--- src/inc/afe_defs.svh ---
// Constants for the two-wire configuration port: addresses, offsets, timing
`ifndef AFE_DEFS_SVH
`define AFE_DEFS_SVH

// Device bus address and direction bit
`define DEV_ADDR          7'h4C
`define DIR_READ          1'b1

// Register offsets
`define REG_SYNC_SEL      8'h01
`define REG_SYNC_ACT      8'h02
`define REG_POWER_DOWN    8'h2C

// Field values
`define STANDBY_CODE      8'h0F
`define REG_DEFAULT       8'h00
`define REG_COUNT         256

// Clock rates and crystal reference divider
`define SYS_HZ            100000000
`define XTAL_HZ           25000000
`define XTAL_DIV          (`SYS_HZ / `XTAL_HZ)

// Deglitch delay in reference periods, and its nominal time
`define DEGLITCH_TICKS    3
`define DEGLITCH_NS       120

// Power-on reset length in reference periods
`define POR_XTAL_CYCLES   524288

`endif

--- src/inc/afe_pkg.sv ---
// Types shared by the two-wire configuration port
`default_nettype none
package afe_pkg;

  // Serial slave states, one-hot
  typedef enum logic [6:0] {
    ST_IDLE     = 7'b000_0001,
    ST_ADDR     = 7'b000_0010,
    ST_ADDR_ACK = 7'b000_0100,
    ST_WR_BYTE  = 7'b000_1000,
    ST_WR_ACK   = 7'b001_0000,
    ST_RD_BYTE  = 7'b010_0000,
    ST_RD_ACK   = 7'b100_0000
  } port_state_t;

  // Register data and address types
  typedef logic [7:0] reg_byte_t;

endpackage
`default_nettype wire

--- src/hdl/line_deglitch.sv ---
// Reference-clocked deglitch filter for one serial bus line
`default_nettype none
`include "afe_defs.svh"
module line_deglitch (
  // Clock and reset
  input  wire logic sys_clk,
  input  wire logic rst,
  // Reference tick and synchronised line
  input  wire logic xtal_tick,
  input  wire logic line_sync,
  // Filtered line
  output logic      line_clean
);
  localparam int TICKS = `DEGLITCH_TICKS;

  logic [1:0] agree_cnt;  // Ticks the new level has held

  // Follow the line only after it holds a new level for three ticks
  always_ff @(posedge sys_clk) begin
    if (rst) begin
      agree_cnt  <= 2'h0;
      line_clean <= 1'b1;  // Idle bus is high
    end else if (xtal_tick) begin
      if (line_sync == line_clean) begin
        agree_cnt <= 2'h0;  // Short pulse dropped
      end else if (agree_cnt == 2'(TICKS - 1)) begin
        agree_cnt  <= 2'h0;
        line_clean <= line_sync;
      end else begin
        agree_cnt <= agree_cnt + 2'h1;
      end
    end
  end
endmodule // line_deglitch
`default_nettype wire

--- src/hdl/config_reg_file.sv ---
// Configuration register array with read-only status words
`default_nettype none
`include "afe_defs.svh"
module config_reg_file
  import afe_pkg::*;
(
  // Clock and register reset
  input  wire logic      sys_clk,
  input  wire logic      clear,
  // Write port
  input  wire logic      wr_en,
  input  wire reg_byte_t wr_addr,
  input  wire reg_byte_t wr_data,
  // Read port
  input  wire reg_byte_t rd_addr,
  output reg_byte_t      rd_data,
  // Status sources
  input  wire reg_byte_t sel_sync_status,
  input  wire reg_byte_t sync_activity,
  // Standby control value
  output reg_byte_t      power_down_control
);
  reg_byte_t mem [`REG_COUNT];  // Register storage

  // Status words are never stored, so a write cannot hide them
  function automatic logic is_status(input reg_byte_t a);
    is_status = (a == `REG_SYNC_SEL) || (a == `REG_SYNC_ACT);
  endfunction

  // Defaults on reset (all zero: first graphics input, RGB, AC coupled); writes
  always_ff @(posedge sys_clk) begin
    if (clear) begin
      for (int i = 0; i < `REG_COUNT; i++) begin
        mem[i] <= `REG_DEFAULT;
      end
    end else if (wr_en && !is_status(wr_addr)) begin
      mem[wr_addr] <= wr_data;
    end
  end

  // Read mux; status sources stay live in standby
  always_comb begin
    if (rd_addr == `REG_SYNC_SEL) begin
      rd_data = sel_sync_status;
    end else if (rd_addr == `REG_SYNC_ACT) begin
      rd_data = sync_activity;
    end else begin
      rd_data = mem[rd_addr];
    end
  end

  assign power_down_control = mem[`REG_POWER_DOWN];
endmodule // config_reg_file
`default_nettype wire

--- src/hdl/afe_two_wire_config_port.sv ---
// Two-wire configuration port, register file, reset and standby control
`default_nettype none
`include "afe_defs.svh"
module afe_two_wire_config_port
  import afe_pkg::*;
#(
  parameter int POR_TICKS = `POR_XTAL_CYCLES  // Reference ticks of power-on reset
) (
  // System clock and reset
  input  wire logic               sys_clk,
  input  wire logic               rst,
  // Serial bus pins
  input  wire logic               scl_in,
  input  wire logic               sda_in,
  output logic                    sda_out,
  output logic                    sda_oe,
  // External reset pin
  input  wire logic               reset_pin_n,
  // Sync status sources
  input  wire afe_pkg::reg_byte_t sel_sync_status,
  input  wire afe_pkg::reg_byte_t sync_activity,
  // Sync buffers
  input  wire logic               line_sync_in,
  input  wire logic               frame_sync_in,
  output logic                    buffered_line_sync_out,
  output logic                    buffered_frame_sync_out,
  // Power state
  output logic                    standby,
  output afe_pkg::reg_byte_t      power_down_control,
  output logic                    por_busy
);
  import afe_pkg::*;

  localparam int XTAL_DIV = `XTAL_DIV;

  // Pin synchroniser order: scl, sda, reset pin
  localparam int NPIN = 3;

  logic [NPIN-1:0] pin_raw;     // Raw pin levels
  logic [NPIN-1:0] pin_meta;    // First synchroniser stage
  logic [NPIN-1:0] pin_sync;    // Second synchroniser stage
  logic [1:0]      div_cnt;     // Reference divider
  logic            xtal_tick;   // One pulse per reference period
  logic [19:0]     por_cnt;     // Power-on reset tick count
  logic            scl_f;       // Deglitched clock line
  logic            sda_f;       // Deglitched data line
  logic            scl_q;       // Previous deglitched clock
  logic            sda_q;       // Previous deglitched data
  logic            scl_rise;    // Delayed rising edge
  logic            scl_fall;    // Delayed falling edge
  logic            start_det;   // Start or repeated start
  logic            stop_det;    // Stop
  port_state_t     state;       // Slave state
  logic [3:0]      bit_cnt;     // Bits moved in current byte
  reg_byte_t       shift;       // Byte shifter
  reg_byte_t       ptr;         // Register pointer
  logic            ptr_loaded;  // Pointer byte already taken
  logic            host_ack;    // Host acknowledged last read byte
  logic            drive_low;   // Pull data line low
  logic            wr_en;       // One-cycle register write
  reg_byte_t       wr_data;     // Byte to store
  reg_byte_t       rd_data;     // Byte at pointer

  // Eight bits complete a byte
  function automatic logic byte_done(input logic [3:0] cnt);
    byte_done = (cnt == 4'h8);
  endfunction

  assign pin_raw = {reset_pin_n, sda_in, scl_in};

  // Two flip-flops per pin before any logic looks at it
  generate
    for (genvar g = 0; g < NPIN; g++) begin : g_sync
      always_ff @(posedge sys_clk) begin
        if (rst) begin
          pin_meta[g] <= 1'b1;  // Idle high
          pin_sync[g] <= 1'b1;
        end else begin
          pin_meta[g] <= pin_raw[g];
          pin_sync[g] <= pin_meta[g];
        end
      end
    end
  endgenerate

  // Reference clock enable from the system clock
  always_ff @(posedge sys_clk) begin
    if (rst) begin
      div_cnt <= 2'h0;
    end else if (div_cnt == 2'(XTAL_DIV - 1)) begin
      div_cnt <= 2'h0;
    end else begin
      div_cnt <= div_cnt + 2'h1;
    end
  end

  assign xtal_tick = (div_cnt == 2'(XTAL_DIV - 1));

  // Power-on reset; the pin restarts the same sequence
  always_ff @(posedge sys_clk) begin
    if (rst || !pin_sync[2]) begin
      por_busy <= 1'b1;
      por_cnt  <= 20'h0_0000;
    end else if (por_busy && xtal_tick) begin
      if (por_cnt == 20'(POR_TICKS - 1)) begin
        por_busy <= 1'b0;
      end else begin
        por_cnt <= por_cnt + 20'h0_0001;
      end
    end
  end

  // Clock and data through matching filters so start and stop keep their order
  line_deglitch u_scl_filter (
    .sys_clk    (sys_clk),
    .rst        (rst),
    .xtal_tick  (xtal_tick),
    .line_sync  (pin_sync[0]),
    .line_clean (scl_f)
  );

  line_deglitch u_sda_filter (
    .sys_clk    (sys_clk),
    .rst        (rst),
    .xtal_tick  (xtal_tick),
    .line_sync  (pin_sync[1]),
    .line_clean (sda_f)
  );

  // Previous filtered levels for edge finding
  always_ff @(posedge sys_clk) begin
    if (rst) begin
      scl_q <= 1'b1;
      sda_q <= 1'b1;
    end else begin
      scl_q <= scl_f;
      sda_q <= sda_f;
    end
  end

  // Edges and bus conditions on the delayed lines
  assign scl_rise  = scl_f && !scl_q;
  assign scl_fall  = !scl_f && scl_q;
  assign start_det = scl_f && scl_q && sda_q && !sda_f;
  assign stop_det  = scl_f && scl_q && !sda_q && sda_f;

  // Slave sequencer: address, pointer, data, acknowledge
  always_ff @(posedge sys_clk) begin
    if (rst || por_busy) begin
      state      <= ST_IDLE;
      bit_cnt    <= 4'h0;
      shift      <= 8'h00;
      ptr        <= 8'h00;
      ptr_loaded <= 1'b0;
      host_ack   <= 1'b0;
      drive_low  <= 1'b0;
      wr_en      <= 1'b0;
      wr_data    <= 8'h00;
    end else begin
      wr_en <= 1'b0;
      if (start_det) begin
        // Start, also mid-transfer: direction ends, address follows
        state     <= ST_ADDR;
        bit_cnt   <= 4'h0;
        drive_low <= 1'b0;
      end else if (stop_det) begin
        state     <= ST_IDLE;
        drive_low <= 1'b0;
      end else begin
        case (state)
          ST_IDLE: begin
            // Nothing happens here but waiting for a start
            drive_low <= 1'b0;
          end
          ST_ADDR: begin
            if (scl_rise && !byte_done(bit_cnt)) begin
              shift   <= {shift[6:0], sda_f};
              bit_cnt <= bit_cnt + 4'h1;
            end else if (scl_fall && byte_done(bit_cnt)) begin
              if (shift[7:1] == `DEV_ADDR) begin
                drive_low <= 1'b1;
                state     <= ST_ADDR_ACK;
              end else begin
                state <= ST_IDLE;
              end
            end
          end
          ST_ADDR_ACK: begin
            if (scl_fall) begin
              bit_cnt <= 4'h0;
              if (shift[0] == `DIR_READ) begin
                // First read byte comes from the current pointer
                shift     <= rd_data;
                ptr       <= ptr + 8'h01;
                drive_low <= !rd_data[7];
                state     <= ST_RD_BYTE;
              end else begin
                ptr_loaded <= 1'b0;
                drive_low  <= 1'b0;
                state      <= ST_WR_BYTE;
              end
            end
          end
          ST_WR_BYTE: begin
            if (scl_rise && !byte_done(bit_cnt)) begin
              shift   <= {shift[6:0], sda_f};
              bit_cnt <= bit_cnt + 4'h1;
            end else if (scl_fall && byte_done(bit_cnt)) begin
              if (!ptr_loaded) begin
                ptr        <= shift;
                ptr_loaded <= 1'b1;
              end else begin
                wr_en   <= 1'b1;
                wr_data <= shift;
              end
              drive_low <= 1'b1;
              state     <= ST_WR_ACK;
            end
          end
          ST_WR_ACK: begin
            // Pointer steps once the stored byte has gone in
            if (scl_fall) begin
              drive_low <= 1'b0;
              bit_cnt   <= 4'h0;
              state     <= ST_WR_BYTE;
            end
            if (wr_en) begin
              ptr <= ptr + 8'h01;
            end
          end
          ST_RD_BYTE: begin
            // Data moves only after the delayed falling edge
            if (scl_fall) begin
              if (bit_cnt == 4'h7) begin
                drive_low <= 1'b0;
                state     <= ST_RD_ACK;
              end else begin
                shift     <= {shift[6:0], 1'b0};
                drive_low <= !shift[6];
              end
              bit_cnt <= bit_cnt + 4'h1;
            end
          end
          ST_RD_ACK: begin
            if (scl_rise) begin
              host_ack <= !sda_f;
            end else if (scl_fall) begin
              bit_cnt <= 4'h0;
              if (host_ack) begin
                shift     <= rd_data;
                ptr       <= ptr + 8'h01;
                drive_low <= !rd_data[7];
                state     <= ST_RD_BYTE;
              end else begin
                // No acknowledge: release and wait for stop or start
                drive_low <= 1'b0;
                state     <= ST_IDLE;
              end
            end
          end
          default: begin
            state     <= ST_IDLE;
            drive_low <= 1'b0;
          end
        endcase
      end
    end
  end

  // Storage; the port keeps working in standby
  config_reg_file u_regs (
    .sys_clk            (sys_clk),
    .clear              (por_busy),
    .wr_en              (wr_en),
    .wr_addr            (ptr),
    .wr_data            (wr_data),
    .rd_addr            (ptr),
    .rd_data            (rd_data),
    .sel_sync_status    (sel_sync_status),
    .sync_activity      (sync_activity),
    .power_down_control (power_down_control)
  );

  // Open drain: only ever pulls low, otherwise released
  assign sda_out = 1'b0;
  assign sda_oe  = drive_low;

  // Standby flag from the power-down code
  always_ff @(posedge sys_clk) begin
    if (rst || por_busy) begin
      standby <= 1'b0;
    end else begin
      standby <= (power_down_control == `STANDBY_CODE);
    end
  end

  // Unsynchronised buffers so mode detection sees true widths, even in standby
  assign buffered_line_sync_out  = line_sync_in;
  assign buffered_frame_sync_out = frame_sync_in;

endmodule // afe_two_wire_config_port
`default_nettype wire

--- config.mk ---
export PLATFORM = sky130hd
export DESIGN_NAME = afe_two_wire_config_port
export DESIGN_NICKNAME = d
export VERILOG_FILES = /design/src/inc/afe_pkg.sv /design/src/hdl/line_deglitch.sv /design/src/hdl/config_reg_file.sv /design/src/hdl/afe_two_wire_config_port.sv
export VERILOG_INCLUDE_DIRS = /design/src /design/src/inc
export SDC_FILE = /design/constraint.sdc
export NUM_CORES = 2
export LEC_CHECK = 0
export BUFFER_PORTS_ARGS = -buffer_cell sky130_fd_sc_hd__buf_2
export CAP_MARGIN = 25
export CORE_ASPECT_RATIO = 0.6
export CORE_UTILIZATION = 45
export DETAILED_ROUTE_END_ITERATION = 6
export PLACE_DENSITY_LB_ADDON = 0.12
export REMOVE_ABC_BUFFERS = 1
export SYNTH_ARGS = -nofsm -noshare
export SYNTH_HDL_FRONTEND = slang
export SYNTH_SLANG_ARGS = --single-unit
--- constraint.sdc ---
create_clock -name sys_clk -period 4.2 [get_ports sys_clk]
set_input_delay 0.42 -clock sys_clk [delete_from_list [all_inputs] [get_ports sys_clk]]
set_output_delay 0.42 -clock sys_clk [all_outputs]
set_load 0.01 [all_outputs]
==> reports/results.ini <==
[cells_and_area]
fillers = 18022
final_nets = 6860
fin_cells = 9874
multi_input_comb_area_sq_um = 33640
final_cell_mix = edfxtp_1, and2_1, mux4_2
seqCellArea_sq_um = 63260
synthToLayoutAreaGrowth_pct = 11.16
fin_util_pct = 50.67
layout_commonest_cell = edfxtp_1
drive_above_1_share_pct = 20.32

[cts]
clk_latency_ns = 0.89
htreeDepth = 4
clk_path_buf_depth = 4
clkTransAtPathRegs_ns = 0.07
cts.sinks = 2133
post_cts_resized = 0
cts_tree = done
cts-root-buf = clkbuf_16
cts_buffers = 210

[floorplanning]
initial_core_util_pct = 45.58
dieArea_sq_um = 221900
die_w_microns = 607.5
num_rows = 132
ios = 37
die_h_microns = 365.3
core_region_area_sq_um = 217200

[synth]
ys.warnings.count = 0
synth-seq-cells = 2133
synthXorXnorAreaFrac_pct = 0.1769
synth.area.mux_share_pct = 12.30
ys_types = 87
synth_seq_area_share_pct = 63.84
synth-edff-count = 2048
synth_top_family_by_area = simple AND/OR/NAND/NOR gates
synthAdderAreaFrac_pct = 0.1011
synth_area_sq_um = 98990
syn_inst = 6799
yosys.area_share.simple_pct = 18.18
synthArstFlopShare_pct = 0
synth.avg_cell_area_sq_um = 14.56
synth_compound_area_share_pct = 3.071
ys.flop_type = edfxtp_1

[power]
pwr-share-clk_pct = 44.8
power_frac_seq_pct = 55.0
powerDensity_nw_per_um2 = 379.0
p_sw_uw = 8510
internal_power_uw = 33190
p_leak_uw = 0.04167
switching_share_pct = 20.41
vdd_ir_drop_max_mv = 0.3236
power_frac_comb_pct = 0.1
power.total_uw = 41700

[worst_setup_path]
cp_slowest_cell = dfxtp_4
path_delay_family = compound AO/OA/AOI/OAI gates
crit_chain = buf_12 -> buf_12 -> buf_4 -> mux4_2 -> a22oi_1 -> a21oi_1 -> buf_4 -> a211oi_1 -> a211oi_1 -> a21oi_1 -> o31a_1
slowest_delay_ns = 0.78
crit_path_end_kind = flop
reg2reg_depth = 11
arrival_ns = 4.93
r2r_end = sda_oe
rrSetupSlack_ns = 0.11
crit_required_ns = 5.04
critPathMaxFanout = 22
startpoint_type = flop
path_class = flop to flop
cp_num_buf_inv = 4

[global_route]
antenna_found_initial = 23
overflow = 0
grt_max_degree = 166
grt_pass1_wl_mm = 461.4
grt_pass1_vias = 56769
grt.total_usage_pct = 29.60

[min_path]
hp-start = sync_activity[3]
whs_endpoint = shift[3]
hold_class = input pin to flop
hold-path-cell-count = 5

[timing]
slew-limit-headroom_pct = 15.91
whs_ns = 0.04033
fin_skew_ns = 0.07816
setup_violations = 0
hold_viol_final = 0
max_clock_freq_mhz = 244.5
timing.final.crit_share_pct = 97.37
fin_tns_setup_ns = 0
rsz0062_at_grt = false
worstMarginPinSlew_ns = 1.259
drv_slew = 0
min_period_ns = 4.090

[routing]
wl_per_cell_microns = 33.62
ant_nets = 0
drt_wl_total_mm = 331.9
drt_pass1_iterations = 6
via_count = 60761
vias_per_cell = 6.154
dr.first_iter.drc_count = 8923
drc = 0

[job]
maxCapViolCount = 0

[place]
place_congestion = 0.9795
dp_hpwl_mm = 222.6
io_buffer_count = 31
dp.cells = 9479

[outcome]
status = complete, no violations

[area by class of cell]
class / count / area share, %
clock buffer: 257 / 5.031
tap: 2881 / 3.276
multi-input combinational: 4156 / 30.57
sequential: 2133 / 57.49
clock inverter: 110 / 0.8289
antenna: 9 / 0.02047
timing repair buffer: 309 / 2.722
inverter: 19 / 0.06481
[Yosys cell counts (77+ instances only)]
| library cell | n | share of area [%] |
|---|---|---|
| a21oi_1 | 77 | 0.39 |
| a22oi_1 | 124 | 0.94 |
| and2_1 | 1999 | 13 |
| buf_2 | 102 | 0.52 |
| clkbuf_1 | 344 | 1.3 |
| dfxtp_1 | 85 | 1.7 |
| edfxtp_1 | 2048 | 62 |
| mux2i_1 | 138 | 1.4 |
| mux4_2 | 469 | 11 |
| nand2_1 | 105 | 0.40 |
| nor2_1 | 339 | 1.3 |
| or2_2 | 260 | 1.6 |
[metrics by stage]
step | area (sq um) | setup WS (ns)
global placement | 103300 | 0.09517
detailed placement | 103400 | 0.06136
global route | 110000 | 0.04491
finish | 110000 | 0.1103
CTS | 109900 | 0.06449
floorplan | 96830 | -17.38
[kinds of logic after synthesis]
logic type | count (synthesis)
buffers and inverters | 526
DFF | 2133
muxes | 628
other | 1
AOI/OAI and AO/OA | 431
and+or+nand+nor | 3052
xor gates and xnor gates | 20
adders and majority gates | 8
[how the worst max path moves through the flow]
| stage | startpoint | slack (ns) | depth (start not counted) | to |
|---|---|---|---|---|
| 4_1_cts | flop | 0.06 | 11 | sda_oe |
| 2_1_floorplan | flop | -17.38 | 7 | shift[6] |
| 3_5_place_dp | flop | 0.06 | 11 | sda_oe |
| 3_3_place_gp | flop | 0.1 | 11 | sda_oe |
| 6_report | flop | 0.11 | 11 | sda_oe |
| 5_1_grt | flop | 0.04 | 11 | sda_oe |
[layer usage]
metal / global-route usage (%) / vias to the layer above / share of wire (%)
met1: 46.79 / 31703 / 46
met3: 9.929 / 462 / 13
met4: 8.431 / 12 / 3.1
met5: 0 / - / 0.021
li1: - / 25059 / -
met2: 37.82 / 3525 / 38
[power groups by stage]
stage	registers [uW]	clock network, uW	logic, uW
after floorplan	23400	0	17.0
after CTS	22900	18800	57.4
after global routing	22900	19600	60.4
final	22900	18700	58.6
after global placement	23400	0	50.2
after detailed placement	23400	0	50.6
[worst register-to-register path: cells and delay by family (launching register included)]
| kind | cells | cell delay, ns |
|---|---|---|
| compound gates | 6 | 1.63 |
| buf+inv | 4 | 1.07 |
| flops | 1 | 0.78 |
| mux | 1 | 0.55 |
[registers in the layout, indices dropped and copies added (netlist names), 2 cells and up, named ones only]
name	cells
pin_meta	3
bit_cnt	4
div_cnt	2
ptr	8
shift	8
state	7
pin_sync	3
u_sda_filter.agree_cnt	2
u_regs.mem	2048
por_cnt	20
u_scl_filter.agree_cnt	2
wr_data	8
[timing repair]
action,CTS,global route
buffers inserted,0,1
hold endpoints to repair,16,0
setup endpoints to repair,0,2
hold buffers,10,0
Power figures use the tool's default switching activity.
